==> config.mk <==
export PLATFORM = sky130hd
export DESIGN_NAME = sfg_top
export DESIGN_NICKNAME = d
export VERILOG_FILES = /design/src/verilog/sfg_pkg.sv /design/src/verilog/sfg_top.sv
export SDC_FILE = /design/constraint.sdc
export NUM_CORES = 1
export LEC_CHECK = 0
export BUFFER_PORTS_ARGS = -buffer_cell sky130_fd_sc_hd__buf_2
export CAP_MARGIN = 5
export CELL_PAD_IN_SITES_DETAIL_PLACEMENT = 1
export CELL_PAD_IN_SITES_GLOBAL_PLACEMENT = 2
export CORE_UTILIZATION = 41
export CTS_CLUSTER_DIAMETER = 40
export DETAILED_ROUTE_END_ITERATION = 8
export GPL_ROUTABILITY_DRIVEN = 0
export GPL_TIMING_DRIVEN = 0
export PLACE_DENSITY_LB_ADDON = 0.1
export SYNTH_ARGS = -nofsm -noshare
export SYNTH_HDL_FRONTEND = slang
export SYNTH_SLANG_ARGS = --single-unit
export TNS_END_PERCENT = 5
==> constraint.sdc <==
create_clock -name clk -period 5.75 [get_ports clk]
set_input_delay 1.15 -clock clk [delete_from_list [all_inputs] [get_ports clk]]
set_output_delay 1.15 -clock clk [all_outputs]
set_load 0.02 [all_outputs]
==> src/verilog/sfg_pkg.sv <==
// Constants and types of the serial flash write guard and status block
package sfg_pkg;

	// Command opcodes
	localparam logic [7:0] OP_WRITE_ENABLE  = 8'h06;
	localparam logic [7:0] OP_WRITE_DISABLE = 8'h04;
	localparam logic [7:0] OP_IDENT_READ    = 8'h9F;
	localparam logic [7:0] OP_STATUS_READ   = 8'h05;
	localparam logic [7:0] OP_STATUS_WRITE  = 8'h01;
	localparam logic [7:0] OP_PAGE_WRITE    = 8'h02;
	localparam logic [7:0] OP_REGION_CLEAR  = 8'hD8;
	localparam logic [7:0] OP_FULL_CLEAR    = 8'hC7;

	// Status byte field positions
	localparam int BIT_BUSY    = 0;
	localparam int BIT_LATCH   = 1;
	localparam int BIT_PROT_LO = 2;
	localparam int BIT_PROT_HI = 3;
	localparam int BIT_LOCK    = 7;

	// Address bits that pick the sector
	localparam int ADDR_SECTOR_HI = 16;
	localparam int ADDR_SECTOR_LO = 15;

	// Byte and bit counts that close commands, bytes and the identity output
	localparam logic [2:0] BYTES_OPCODE    = 3'h1;
	localparam logic [2:0] BYTES_STATUS_WR = 3'h2;
	localparam logic [2:0] BYTES_ADDR      = 3'h4;
	localparam logic [2:0] BYTES_PAGE_MIN  = 3'h5;
	localparam logic [2:0] BYTES_SAT       = 3'h7;
	localparam logic [2:0] BIT_LAST        = 3'h7;
	localparam logic [4:0] IDENT_BITS      = 5'h18;

	// Non-volatile bits {lock, prot_hi, prot_lo} in delivery state
	localparam logic [2:0] NV_RESET = 3'h0;

	// Self-timed status write cycle
	localparam int CLK_MHZ             = 250;
	localparam int STATUS_WRITE_TIME_NS = 5000000;
	localparam logic [31:0] CNT_ZERO   = 32'h0;
	localparam logic [31:0] CNT_ONE    = 32'h1;

	// Command phase within one selection
	typedef enum logic [2:0] {
		PH_OPCODE = 3'b000,
		PH_INPUT  = 3'b001,
		PH_STATUS = 3'b010,
		PH_IDENT  = 3'b011,
		PH_SKIP   = 3'b100
	} sfg_phase_e;

	// Request handed to the array engine
	typedef enum logic [1:0] {
		AOP_NONE   = 2'b00,
		AOP_PAGE   = 2'b01,
		AOP_REGION = 2'b10,
		AOP_FULL   = 2'b11
	} sfg_array_op_e;

endpackage

==> src/verilog/sfg_top.sv <==
// Serial flash command decoder, status byte and write protection
// Summary of operation
// Write enable command sets write latch
// Host sends write enable before each write
// Write disable command clears write latch
// Latch clears at power-up and write completion
// Latch commands are one opcode byte only
// Identity read shifts 24 bits on falling
// Identity read ignored while cycle runs
// Host avoids identity read in power-down
// Deselect ends output, return to standby
// Status read always allowed, repeats byte
// Host polls busy before new commands
// Busy flag high during any cycle
// Latch clear refuses all write commands
// Protect bits guard page and region
// Full clear only when protect bits zero
// Lock flag plus low pin: hard lock
// Status write needs exactly one data byte
// Bits 6..4,1,0 unwritable, 6..4 read zero
// Status write timed, busy, clears latch
// Lock flag clear: latch enough to write
// Lock flag set: pin high needed
// Hard lock follows last event, pin exits
// Write commands end on byte boundary
// Most significant bit first both ways
// Lock flag kept non-volatile with protect
module sfg_top
#(
	parameter int          STATUS_WRITE_CYCLES =
		(sfg_pkg::STATUS_WRITE_TIME_NS * sfg_pkg::CLK_MHZ + 999) / 1000,
	parameter logic [7:0]  MAKER_CODE          = 8'hA5,
	parameter logic [7:0]  MEMORY_TYPE         = 8'h5A,
	parameter logic [7:0]  MEMORY_CAPACITY     = 8'h3C
)
(
	input  wire logic                   clk,
	input  wire logic                   rst,
	input  wire logic                   cs_n,
	input  wire logic                   sclk,
	input  wire logic                   data_in,
	output logic                        data_out,
	output logic                        data_out_oe,
	input  wire logic                   lock_n,
	input  wire logic [2:0]             nv_image_in,
	output logic      [2:0]             nv_image_out,
	output logic                        array_start,
	output sfg_pkg::sfg_array_op_e      array_op,
	output logic      [23:0]            array_addr,
	input  wire logic                   array_busy,
	input  wire logic                   array_done
);
	import sfg_pkg::*;

	// MAKER_CODE, MEMORY_TYPE, MEMORY_CAPACITY values are arbitrary
	localparam logic [31:0] TW_CYCLES = STATUS_WRITE_CYCLES[31:0];
	localparam logic [23:0] IDENT_WORD =
		{MAKER_CODE, MEMORY_TYPE, MEMORY_CAPACITY};

	////////////////////////////////////////////////////////////////////
	// Pin synchronisers and edge detection
	logic [3:0]     pin_s1;
	logic [3:0]     pin_s2;
	logic [1:0]     pin_s3;

	always_ff @(posedge clk or posedge rst)
	begin
		if (rst)
		begin
			pin_s1 <= 4'hB;
			pin_s2 <= 4'hB;
			pin_s3 <= 2'h2;
		end
		else
		begin
			pin_s1 <= {cs_n, sclk, data_in, lock_n};
			pin_s2 <= pin_s1;
			pin_s3 <= pin_s2[3:2];
		end
	end

	wire            cs_s      = pin_s2[3];
	wire            sclk_s    = pin_s2[2];
	wire            din_s     = pin_s2[1];
	wire            lock_n_s  = pin_s2[0];
	wire            sel       = ~cs_s;
	wire            sclk_rise = sel & sclk_s & ~pin_s3[0];
	wire            sclk_fall = sel & ~sclk_s & pin_s3[0];
	wire            cs_rise   = cs_s & ~pin_s3[1];

	////////////////////////////////////////////////////////////////////
	// Status state
	logic           write_latch_flag;
	logic           lock_flag;
	logic           prot_hi;
	logic           prot_lo;
	logic           nv_loaded;
	logic [31:0]    tw_cnt;
	logic [2:0]     nv_pending;
	logic [7:0]     status_byte;
	wire            sw_busy   = tw_cnt != CNT_ZERO;
	wire            busy      = sw_busy | array_busy;
	wire            hard_lock = lock_flag & ~lock_n_s;

	always_comb
	begin
		status_byte              = 8'h00;
		status_byte[BIT_BUSY]    = busy;
		status_byte[BIT_LATCH]   = write_latch_flag;
		status_byte[BIT_PROT_LO] = prot_lo;
		status_byte[BIT_PROT_HI] = prot_hi;
		status_byte[BIT_LOCK]    = lock_flag;
	end

	////////////////////////////////////////////////////////////////////
	// Serial shifter and command phase
	sfg_phase_e     phase;
	sfg_phase_e     next_phase;
	logic [2:0]     bit_cnt;
	logic [2:0]     byte_cnt;
	logic [31:0]    in_sr;
	logic [7:0]     opcode;
	logic [23:0]    addr;
	logic [4:0]     out_cnt;

	wire            byte_done   = sclk_rise & (bit_cnt == BIT_LAST);
	wire            opcode_done = byte_done & (phase == PH_OPCODE);
	wire [7:0]      next_opcode = {in_sr[6:0], din_s};
	wire            reading     = (phase == PH_STATUS) | (phase == PH_IDENT);
	wire            out_step    = (phase == PH_STATUS) |
		(out_cnt != IDENT_BITS);
	wire            next_dout   = (phase == PH_STATUS) ?
		status_byte[3'h7 - out_cnt[2:0]] :
		((out_cnt != IDENT_BITS) ?
			IDENT_WORD[5'h17 - out_cnt] : 1'b0);

	always_comb
	begin
		case (next_opcode)
			OP_STATUS_READ:
				next_phase = PH_STATUS;
			OP_IDENT_READ:
				next_phase = busy ? PH_SKIP : PH_IDENT;
			default:
				next_phase = PH_INPUT;
		endcase
	end

	always_ff @(posedge clk or posedge rst)
	begin
		if (rst)
		begin
			phase    <= PH_OPCODE;
			bit_cnt  <= 3'h0;
			byte_cnt <= 3'h0;
			in_sr    <= 32'h0;
			opcode   <= 8'h00;
			addr     <= 24'h0;
		end
		else if (!sel)
		begin
			phase    <= PH_OPCODE;
			bit_cnt  <= 3'h0;
			byte_cnt <= 3'h0;
		end
		else if (sclk_rise)
		begin
			in_sr   <= {in_sr[30:0], din_s};
			bit_cnt <= bit_cnt + 3'h1;
			if (byte_done && byte_cnt != BYTES_SAT)
				byte_cnt <= byte_cnt + 3'h1;
			if (opcode_done)
			begin
				opcode <= next_opcode;
				phase  <= next_phase;
			end
			if (byte_done && byte_cnt == BYTES_ADDR - 3'h1)
				addr <= {in_sr[22:0], din_s};
		end
	end

	// Output shifter, data changes on falling serial clock
	always_ff @(posedge clk or posedge rst)
	begin
		if (rst)
		begin
			out_cnt     <= 5'h00;
			data_out    <= 1'b0;
			data_out_oe <= 1'b0;
		end
		else if (!sel)
		begin
			out_cnt     <= 5'h00;
			data_out_oe <= 1'b0;
		end
		else if (sclk_fall && reading)
		begin
			data_out    <= next_dout;
			data_out_oe <= 1'b1;
			if (out_step)
				out_cnt <= out_cnt + 5'h01;
		end
	end

	////////////////////////////////////////////////////////////////////
	// Command execution at deselect
	wire            aligned   = cs_rise & (bit_cnt == 3'h0);
	wire            is_input  = phase == PH_INPUT;
	wire            exec_write_enable_cmd = aligned & is_input
		& (byte_cnt == BYTES_OPCODE) & (opcode == OP_WRITE_ENABLE);
	wire            exec_write_disable_cmd = aligned & is_input
		& (byte_cnt == BYTES_OPCODE) & (opcode == OP_WRITE_DISABLE);
	wire            ok_base   = aligned & is_input & write_latch_flag & ~busy
		& nv_loaded;
	wire            status_write_cmd_ok   = ok_base & (opcode == OP_STATUS_WRITE)
		& (byte_cnt == BYTES_STATUS_WR)
		& ~hard_lock;
	wire            prot_hit  =
		({prot_hi, prot_lo} == 2'b11) |
		(prot_hi & ~prot_lo & addr[ADDR_SECTOR_HI]) |
		(~prot_hi & prot_lo & addr[ADDR_SECTOR_HI]
			& addr[ADDR_SECTOR_LO]);
	wire            start_page   = ok_base & (opcode == OP_PAGE_WRITE)
		& (byte_cnt >= BYTES_PAGE_MIN) & ~prot_hit;
	wire            start_region = ok_base & (opcode == OP_REGION_CLEAR)
		& (byte_cnt == BYTES_ADDR) & ~prot_hit;
	wire            start_full   = ok_base & (opcode == OP_FULL_CLEAR)
		& (byte_cnt == BYTES_OPCODE) & ~prot_hi & ~prot_lo;
	wire            start_any    = start_page | start_region | start_full;

	always_ff @(posedge clk or posedge rst)
	begin
		if (rst)
		begin
			array_start <= 1'b0;
			array_op    <= AOP_NONE;
			array_addr  <= 24'h0;
		end
		else
		begin
			array_start <= start_any;
			if (start_any)
			begin
				array_addr <= addr;
				array_op   <= start_page ? AOP_PAGE :
					(start_region ? AOP_REGION : AOP_FULL);
			end
		end
	end

	// Write latch, set wins over any clear
	always_ff @(posedge clk or posedge rst)
	begin
		if (rst)
			write_latch_flag <= 1'b0;
		else if (exec_write_enable_cmd)
			write_latch_flag <= 1'b1;
		else if (exec_write_disable_cmd)
			write_latch_flag <= 1'b0;
		else if (status_write_cmd_ok || array_done)
			write_latch_flag <= 1'b0;
	end

	// Self-timed status write and non-volatile bits
	always_ff @(posedge clk or posedge rst)
	begin
		if (rst)
		begin
			tw_cnt     <= CNT_ZERO;
			nv_pending <= NV_RESET;
			nv_loaded  <= 1'b0;
			lock_flag  <= NV_RESET[2];
			prot_hi    <= NV_RESET[1];
			prot_lo    <= NV_RESET[0];
		end
		else
		begin
			if (!nv_loaded)
			begin
				nv_loaded <= 1'b1;
				{lock_flag, prot_hi, prot_lo} <= nv_image_in;
			end
			if (status_write_cmd_ok)
			begin
				tw_cnt     <= TW_CYCLES;
				nv_pending <= {in_sr[BIT_LOCK], in_sr[BIT_PROT_HI],
					in_sr[BIT_PROT_LO]};
			end
			else if (sw_busy)
			begin
				tw_cnt <= tw_cnt - CNT_ONE;
				if (tw_cnt == CNT_ONE)
					{lock_flag, prot_hi, prot_lo} <= nv_pending;
			end
		end
	end

	assign nv_image_out = {lock_flag, prot_hi, prot_lo};
endmodule

==> flow_summary.yaml, run 1 <==
placement:
  portBuffers: 42
  post-place-ws_ns: 2.25
  place_hpwl_um: 10200
route:
  finalWirelength_um: 14800
  ant_nets: 0
  num_vias: 4399
  dr.pass1.iters: 4
  drcViolationCount: 0
  routedWlPerCell_um: 17.7
  vias_per_cell: 5.27
  dr.first_iter.drc_count: 203
final_layout:
  post-route-util_pct: 49.7
  drive_gt1_share_pct: 28.4
  final_nets: 637
  area.growth.synth_to_final_pct: 16.6
  diodes: 0
power_and_ir_drop:
  clkPwrFrac_pct: 47.0
  p_switching_uw: 570
  leakagePower_nw: 3.66
  intPower_mw: 1.74
  seq_power_share_pct: 49.2
  cellPowerDensity_nw_per_um2: 301
  swShare_pct: 24.7
  combinationalPowerShare_pct: 3.8
  ir_drop_mv: 0.252
sta:
  max_freq_mhz: 278
  fin_ws_ns: 2.16
  finalSetupTns_ns: 0
  slew_headroom_pct: 37.8
  worst_pin_slew_ns: 0.925
  fin_crit_ns: 3.59
  setup_viol: 0
  grt_setup_unrepaired: "false"
  fin_skew_ns: 0.0124
  post-route-period-util_pct: 62.5
  finalHoldViolCount: 0
  finalMaxSlewViolations: 0
die:
  coreArea_um2: 15400
  row_count: 45
  io_pins: 43
  die_x_um: 129
  die_area_um2: 16500
  start_util_pct: 42.6
  dieHeight_um: 129
global_routing:
  antenna_found_initial: 0
  grt_pass1_vias: 4859
  grt-ovfl-total: 0
  track_usage_pct: 20.4
  grt_max_degree: 77
  grt_pass1_wl_um: 25500
hold_path:
  hp-class: "reg -> reg"
  worstHoldStart: "pin_s1[0]"
cts:
  cts_sinks: 148
  clk_pin_slew_ns: 0.06
  insertion_delay_ns: 0.43
  cts_hold_buf: 0
  ctsRootBufferMaster: "clkbuf_16"
  cts_resized: 0
  clockBufferDepth: 2
  cts_tree: "yes"
  cts_max_level: 4
  cts_setup_buffers: 0
  cts_buffers: 17
worst_setup_path:
  setup.worst_path.class: "reg -> reg"
  cp-startpoint: "tw_cnt[4]"
  required_ns: 6.05
  rr_startpoint: "tw_cnt[4]"
  path_max_fanout: 10
  crit_path_end_kind: "flop"
  start_kind: "flop"
  arrival_ns: 3.90
  rrSetupSlack_ns: 2.16
yosys:
  yosys.area.top_type: "dfrtp_1"
  synth_enable_flop_cells: 0
  ys_seq_area_share_pct: 56.5
  synth_common_cells: "dfrtp_1 (141), mux2_2 (81), nand2_1 (54)"
  avgSynthCellArea_um2: 12.0
  yosysTopAreaCellShare_pct: 53.7
  yosysWarnings: 0
  synth_cell_types: 55
  yosysMostFrequentCell: "dfrtp_1"
  syn_area_um2: 6570
  synthFlopType: "dfrtp_1"
  synth.net_count: 575
  ys_seq_elements: 148
  netlist_instances: 549
  async_reset_ff_share_pct: 100
  synthTopCellsByArea: "dfrtp_1 (54%), mux2_2 (14%), nand2_1 (3.1%)"
flow_run:
  drv_cap: 0
run_status:
  outcome: "complete, no violations"
[stage by stage]
| stage | area [um2] | instances | power (mW) | hold WS (ns) |
|---|---|---|---|---|
| floorplan | 6570 | 549 | 1.19 | 0.331 |
| global placement | 7050 | 802 | 1.24 | 0.333 |
| detailed placement | 7090 | 803 | 1.25 | 0.337 |
| CTS | 7660 | 835 | 2.35 | 0.355 |
| global route | 7660 | 835 | 2.40 | 0.360 |
| finish | 7660 | 835 | 2.31 | 0.358 |
[worst max-delay path, stage by stage, from the launching register on]
cell      delay (ns)
dfrtp_1         0.43
nor4_1          0.82
nand4b_1        0.34
or4b_1          0.53
buf_2           0.19
a211oi_4        0.57
buf_6           0.25
mux2_2          0.35
[cells in the final DEF (no fill, tap or decap), types with 15 or more instances in the layout]
master       n
dfrtp_1    141
xnor2_1     15
buf_2       43
mux2_2      81
nand3_1     23
clkbuf_16   17
nor3_1      18
nor4_1      21
nand2_1     54
ha_1        15
nor2_1      24
clkbuf_1    16
[registers in the layout (all words and copies together), names as in the netlist]
register / flops
data_out: 1
lock_flag: 1
byte_cnt: 3
bit_cnt: 3
phase: 3
array_op: 2
data_out_oe: 1
in_sr: 23
tw_cnt: 32
pin_s1: 4
nv_pending: 3
opcode: 8
prot_lo: 1
pin_s2: 4
out_cnt: 5
prot_hi: 1
nv_loaded: 1
addr: 24
write_latch_flag: 1
array_start: 1
pin_s3: 2
array_addr: 24
[cells by family after synthesis]
| group | count (synthesis) | synth area share [%] |
|---|---|---|
| and+or+nand+nor | 195 | 15.5 |
| DFF | 148 | 56.5 |
| muxes | 83 | 14.2 |
| AOI/OAI and AO/OA | 40 | 4.49 |
| buffers and inverters | 38 | 2.61 |
| xor gates and xnor gates | 29 | 3.86 |
| adders and majority gates | 15 | 2.85 |
| other | 1 | 0.0570 |
[power by group through the flow]
stage / combinational, mW / clock [mW] / sequential (mW)
after floorplan: 0.0664 / 0 / 1.13
after global placement: 0.0837 / 0 / 1.15
after detailed placement: 0.0906 / 0 / 1.15
after CTS: 0.0915 / 1.12 / 1.14
after global routing: 0.100 / 1.16 / 1.14
final: 0.0883 / 1.09 / 1.13
[per-layer routing]
| layer | vias up | track usage [%] | share of wire, % |
|---|---|---|---|
| met1 | 2256 | 26.3 | 46 |
| met4 | 0 | 7.20 | 1.7 |
| met2 | 46 | 34.1 | 50 |
| met3 | 19 | 4.41 | 2.5 |
| met5 | - | 0 | 0 |
| li1 | 2078 | - | - |
[layout make-up]
class | count | area [um2]
Clock buffer | 18 | 439
Inverter | 15 | 61.3
Fill cell | 1661 | 7760
Multi-Input combinational cell | 363 | 2700
Tap cell | 211 | 264
Clock inverter | 14 | 139
Timing Repair Buffer | 43 | 238
Buffer | 23 | 115
Sequential cell | 148 | 3710
[final timing paths]
check,to,cells after the start
worst max register to register,array_addr[7],7
worst min register to register,pin_s2[0],0
min in group asynchronous,addr[23],2
max in group asynchronous,pin_s1[0],3
worst max-delay path,array_addr[7],7
worst min-delay path,pin_s2[0],0
(Power assumes the default switching activity.)
==> run 2, diff against run 1 <==
--- a/config.mk
+++ b/config.mk
@@ -5,11 +5,12 @@
 export SDC_FILE = /design/constraint.sdc
 export NUM_CORES = 1
 export LEC_CHECK = 0
+export ABC_AREA = 1
 export BUFFER_PORTS_ARGS = -buffer_cell sky130_fd_sc_hd__buf_2
 export CAP_MARGIN = 5
 export CELL_PAD_IN_SITES_DETAIL_PLACEMENT = 1
 export CELL_PAD_IN_SITES_GLOBAL_PLACEMENT = 2
-export CORE_UTILIZATION = 41
+export CORE_UTILIZATION = 37
 export CTS_CLUSTER_DIAMETER = 40
 export DETAILED_ROUTE_END_ITERATION = 8
 export GPL_ROUTABILITY_DRIVEN = 0
==> constraint.sdc (replaced) <==
create_clock -name clk -period 3.6 [get_ports clk]
set_input_delay 0.72 -clock clk [delete_from_list [all_inputs] [get_ports clk]]
set_output_delay 0.72 -clock clk [all_outputs]
set_load 0.02 [all_outputs]
==> run 2 against run 1 <==
  * The run now ends with design-rule violations left
  * Combinational power rose by 98%
  * Sequential share of layout area fell by 2.3 points
  * Hold slack got worse by 0.092 ns
  * Setup slack got worse by 0.73 ns
  * Register-to-register slack got worse by 0.73 ns
  * Sequential cell count did not move
  * Critical endpoint is now addr[9]
  * Largest cell class unchanged
==> flow_summary.yaml, run 2 <==
die:
  die_area_um2: 19100
  io_pins: 43
  die_x_um: 138
  coreArea_um2: 18100
  row_count: 49
  dieHeight_um: 138
  start_util_pct: 38.0
yosys:
  syn_area_um2: 6880
  ys_seq_elements: 148
  yosysWarnings: 0
  synthFlopType: "dfrtp_1"
  synth.net_count: 838
  yosysMostFrequentCell: "nand2_1"
  avgSynthCellArea_um2: 8.47
  netlist_instances: 812
  ys_seq_area_share_pct: 54.0
  synth_top_family_by_area: "simple AND/OR/NAND/NOR gates"
  yosysTopAreaCellShare_pct: 51.3
  synth_enable_flop_cells: 0
  yosys.area.top_type: "dfrtp_1"
  synth-simple-area-share_pct: 25.1
  synth_xor_area_share_pct: 1.65
  synthTopCellsByArea: "dfrtp_1 (51%), nand2_1 (12%), inv_1 (5.8%)"
  synth_common_cells: "nand2_1 (228), dfrtp_1 (141), inv_1 (107)"
  async_reset_ff_share_pct: 100
  synth_compound_area_share_pct: 8.13
  synth_mux_area_share_pct: 0.455
  synth-adder-area-share_pct: 2.73
  synth_cell_types: 43
global_routing:
  grt_pass1_vias: 6090
  grt_max_degree: 42
  track_usage_pct: 20.0
  grt-ovfl-total: 0
  antenna_found_initial: 0
  grt_pass1_wl_um: 30400
placement:
  dp_cells: 1087
  place_hpwl_um: 12900
  portBuffers: 42
  dpl_cell_area_um2: 7460
  post-place-ws_ns: 1.44
worst_setup_path:
  rr_startpoint: "byte_cnt[0]"
  path_max_fanout: 10
  r2r_end: "addr[9]"
  setup.worst_path.class: "reg -> reg"
  start_kind: "flop"
  crit_path_end_kind: "flop"
  arrival_ns: 2.52
  required_ns: 3.95
  rrSetupSlack_ns: 1.43
  reg2reg_depth: 7
cts:
  ctsRootBufferMaster: "clkbuf_16"
  insertion_delay_ns: 0.44
  cts_hold_buf: 0
  cts_max_level: 4
  cts_sinks: 148
  clockBufferDepth: 2
  clk_pin_slew_ns: 0.07
  cts_setup_buffers: 0
  cts_tree: "yes"
  cts_resized: 0
  cts_buffers: 17
sta:
  finalSetupTns_ns: 0
  worst_pin_slew_ns: 0.571
  slew_headroom_pct: 61.7
  finalHoldViolCount: 0
  post-route-period-util_pct: 60.3
  fin_hold_ws_ns: 0.266
  finalMaxSlewViolations: 0
  setup_viol: 0
  fin_ws_ns: 1.43
  fin_crit_ns: 2.17
  max_freq_mhz: 461
  fin_skew_ns: 0.0203
  grt_setup_unrepaired: "false"
run_status:
  outcome: "finished, violations left"
  violations: "design-rule violations"
final_layout:
  top_regs: "tw_cnt: 32 flops, addr: 24 flops, array_addr: 24 flops"
  area.growth.synth_to_final_pct: 16.9
  post-route-util_pct: 44.5
  regMostFlops: "tw_cnt"
  final_cells: 1119
  largest_reg_flops: 32
  final_nets: 903
  stdcell_area_um2: 8040
  layout_common_cells: "nand2_1 (228), dfrtp_1 (141), inv_1 (106), o21ai_0 (75), nor2_1 (64)"
  fillers: 2160
  layout_commonest_cell: "nand2_1"
  drive_gt1_share_pct: 14.6
  diodes: 0
power_and_ir_drop:
  swShare_pct: 25.6
  p_switching_uw: 946
  ir_drop_mv: 0.360
  combinationalPowerShare_pct: 4.7
  intPower_mw: 2.74
  clkPwrFrac_pct: 48.2
  cellPowerDensity_nw_per_um2: 459
  totalPowerFinal_mw: 3.69
  seq_power_share_pct: 47.1
  leakagePower_nw: 4.00
flow_run:
  drv_cap: 0
route:
  drcViolationCount: 2
  dr.pass1.iters: 6
  ant_nets: 0
  num_vias: 5513
  finalWirelength_um: 17400
  routedWlPerCell_um: 15.6
  dr.first_iter.drc_count: 169
  vias_per_cell: 4.93
hold_path:
  hp-class: "in -> async"
==> run 2: changes by cell type after synthesis, sizes merged, moves of 6 or more <==
cell	delta
nor2	+53
xnor2	-12
nand4	+8
nand3	+14
a21oi	+6
nor4	-14
or3	-8
nand2	+182
o21ai	+69
nor3b	-6
mux2	-80
inv	+97
==> run 2: routing by layer <==
metal	GRT usage (%)	share of wire, %	routed length, um
met5	0	0	0
met2	33.9	49	8600
met1	25.7	47	8150
met3	3.64	2.4	425
met4	6.92	1.6	272
==> run 2: cells by family after synthesis <==
| group | after synthesis |
|---|---|
| simple gates | 391 |
| flops | 148 |
| buf+inv | 135 |
| compound gates | 106 |
| fa+ha+maj | 15 |
| xor+xnor | 13 |
| mux | 3 |
| other cells | 1 |
==> run 2: worst max-delay path by stage <==
stage / startpoint / endpoint / depth (start not counted)
after floorplan: rst / addr[0] / 1
after global placement: rst / array_start / 2
after detailed placement: byte_cnt[0] / addr[12] / 7
after CTS: byte_cnt[0] / addr[9] / 7
after global routing: byte_cnt[0] / addr[9] / 7
final: byte_cnt[0] / addr[9] / 7
==> run 2: cell type report <==
cell class	instances	area (um2)	share of cell area, %
flip-flops and latches	148	3710	46.2
multi-input cells	529	2630	32.6
inverters	113	432	5.37
plain buffers	22	115	1.43
well taps	229	287	3.56
clock inverters	14	140	1.74
repair buffers	46	290	3.61
clock buffers	18	439	5.46
==> run 2: critical path: stages (launching register included) <==
cell and delay [ns]:
dfrtp_1 0.41, ha_1 0.25, ha_1 0.18, nand3_1 0.11, clkbuf_1 0.42, clkbuf_1 0.46
nand2_1 0.12, o21ai_0 0.11
==> run 2: power by group through the flow <==
stage | Sequential (mW) | Clock [mW] | Combinational, mW
floorplan | 1.76 | 0 | 0.108
global placement | 1.77 | 0 | 0.164
detailed placement | 1.77 | 0 | 0.181
CTS | 1.74 | 1.83 | 0.182
global route | 1.74 | 1.88 | 0.200
finish | 1.74 | 1.78 | 0.175
==> run 3, diff against run 2 <==
--- a/config.mk
+++ b/config.mk
@@ -10,7 +10,7 @@
 export CAP_MARGIN = 5
 export CELL_PAD_IN_SITES_DETAIL_PLACEMENT = 1
 export CELL_PAD_IN_SITES_GLOBAL_PLACEMENT = 2
-export CORE_UTILIZATION = 37
+export CORE_UTILIZATION = 34
 export CTS_CLUSTER_DIAMETER = 40
 export DETAILED_ROUTE_END_ITERATION = 8
 export GPL_ROUTABILITY_DRIVEN = 0
==> constraint.sdc (replaced) <==
create_clock -name clk -period 1.84 [get_ports clk]
set_input_delay 0.368 -clock clk [delete_from_list [all_inputs] [get_ports clk]]
set_output_delay 0.368 -clock clk [all_outputs]
set_load 0.02 [all_outputs]
==> run 3 against run 2 <==
  * The flow finishes with violations (negative setup slack)
  * Via count increased by 1.9%
  * Register-to-register slack got worse by 1.5 ns
  * Power increased by 110%
  * Non-clock buffer count increased by 29
  * First-iteration DRC count increased by 22%
  * Utilization increased by 0.076 points
  * Critical path depth increased by 6
  * Global-route usage decreased by 1.2 points
  * Maximum frequency increased by 14%
  * Sequential power increased by 95%
  * Setup slack got worse by 1.5 ns
  * Hold slack got worse by 0.22 ns
  * Critical endpoint is now array_op[1]
  * Largest cell class unchanged
==> flow_summary.yaml, run 3 (synthesis gave the netlist of run 2 again) <==
route:
  ant_nets: 0
  vias_per_cell: 4.74
  dr.pass1.iters: 4
  num_vias: 5615
  dr.first_iter.drc_count: 207
  drcViolationCount: 0
  finalWirelength_um: 18200
  routedWlPerCell_um: 15.4
die:
  die_area_um2: 20800
  coreArea_um2: 19700
  die_x_um: 144
  dieHeight_um: 144
  start_util_pct: 35.0
  io_pins: 43
  row_count: 51
power_and_ir_drop:
  leakagePower_nw: 4.29
  cellPowerDensity_nw_per_um2: 865
  ir_drop_mv: 0.538
  totalPowerFinal_mw: 7.57
worst_setup_path:
  required_ns: 2.19
  arrival_ns: 2.26
  path_max_fanout: 9
  crit_path_end_kind: "flop"
  start_kind: "flop"
  rrSetupSlack_ns: -0.06
  setup.worst_path.class: "reg -> reg"
global_routing:
  track_usage_pct: 18.8
  grt-ovfl-total: 0
  grt_max_degree: 43
  grt_pass1_wl_um: 29800
  antenna_found_initial: 0
  grt_pass1_vias: 5815
sta:
  finalMaxSlewViolations: 0
  fin_skew_ns: 0.0127
  max_freq_mhz: 526
  fin_crit_ns: 1.90
  finalSetupTns_ns: -1.07
  fin_hold_ws_ns: 0.0431
  finalHoldViolCount: 0
  post-route-period-util_pct: 103
  grt_setup_unrepaired: "true"
  worst_pin_slew_ns: 0.548
  setup_viol: 30
  fin_ws_ns: -0.0622
  slew_headroom_pct: 63.5
cts:
  ctsRootBufferMaster: "clkbuf_16"
  cts_buffers: 17
  insertion_delay_ns: 0.42
  clk_pin_slew_ns: 0.06
  cts_max_level: 4
  clockBufferDepth: 2
  cts_tree: "yes"
  cts_sinks: 148
final_layout:
  area.growth.synth_to_final_pct: 27.2
  seqCellArea_um2: 3720
  top_regs: "tw_cnt: 32 flops, addr: 24 flops, array_addr: 24 flops"
  final_cells: 1184
  final_nets: 932
  diodes: 0
  layout_commonest_cell: "nand2_1"
  drive_gt1_share_pct: 24.0
  fillers: 2368
  largest_reg_flops: 32
  layout_common_cells: "nand2_1 (212), dfrtp_1 (133), inv_1 (100), o21ai_0 (75), nor2_1 (48)"
  regMostFlops: "tw_cnt"
  multiInputGateArea_um2: 2890
placement:
  portBuffers: 42
  place_hpwl_um: 12800
  dp_cells: 1123
run_status:
  outcome: "finished, violations left"
  violations: "negative setup slack"
hold_path:
  hp-class: "in -> reg"
flow_run:
  drv_cap: 0
-- run 3: cell count changes in the layout (fill, tap and decap cells not counted), moves of 5 or more --
| cell | delta |
|---|---|
| nor3_2 | +5 |
| buf_4 | +24 |
| nand2_1 | -16 |
| buf_6 | +5 |
| nor3_1 | -6 |
| inv_2 | +6 |
| nand2_2 | +12 |
| nor2_1 | -16 |
| nor2_4 | +13 |
| dfrtp_1 | -8 |
| buf_2 | -5 |
| dfrtp_2 | +8 |
| inv_1 | -6 |
-- run 3: layout make-up --
| class | instances | area share [%] |
|---|---|---|
| Sequential cell | 148 | 42.5 |
| Multi-Input combinational cell | 529 | 33.1 |
| Timing Repair Buffer | 75 | 6.32 |
| Inverter | 113 | 5.09 |
| Clock buffer | 19 | 5.06 |
| Tap cell | 265 | 3.79 |
| Clock inverter | 13 | 2.24 |
| Buffer | 22 | 1.90 |
-- run 3: metal layers --
metal / GRT usage (%) / up-vias / wire length [um]
met5: 0 / - / 0
met4: 4.76 / 0 / 172
met3: 4.14 / 14 / 354
met2: 31.3 / 37 / 9100
met1: 24.8 / 2808 / 8610
li1: - / 2756 / -
-- run 3: metrics by stage --
step                      worst slack, ns  area (um2)  util (%)
after floorplan                    -0.383        6880         -
after global placement              -1.40        7430      37.8
after detailed placement           -0.304        7510      38.2
after CTS                         -0.0982        8340      42.5
after global routing               -0.173        8750      44.5
final                             -0.0622        8750      44.5
-- run 3: path summary, 6_finish.rpt --
| path | start | to | cells past startpoint |
|---|---|---|---|
| worst max-delay path | tw_cnt[0] | array_op[1] | 13 |
| worst min-delay path | lock_n | pin_s1[0] | 1 |
| worst max register to register | tw_cnt[0] | array_op[1] | 13 |
| worst min register to register | pin_s1[2] | pin_s2[2] | 0 |
| max in group asynchronous | rst | pin_s2[1] | 5 |
| min in group asynchronous | rst | nv_loaded | 3 |
-- run 3: worst max-delay path: stages (launching register included) --
cell	delay, ns
dfrtp_1	0.40
inv_2	0.14
ha_4	0.15
inv_1	0.04
nor2_1	0.10
nand2_1	0.10
nor2_4	0.12
nand3_4	0.12
nor2_4	0.17
nand2_4	0.14
clkinv_8	0.11
buf_6	0.11
nor2_4	0.03
nor2_2	0.10
-- run 3: what timing repair did --
| action | CTS | global route |
|---|---|---|
| pin swaps | 8 | 28 |
| resized for setup | 42 | 68 |
| gates cloned | 0 | 2 |
| buffers inserted | 9 | 17 |
| hold buffers | 1 | 0 |
| endpoints found under the hold margin | 8 | 0 |
| setup endpoints to repair | 81 | 87 |
-- run 3: where the power goes --
part | switching [mW] | internal (mW)
logic | 0.255 | 0.107
clock network | 1.48 | 2.33
registers | 0.0661 | 3.33
total | 1.80 | 5.77
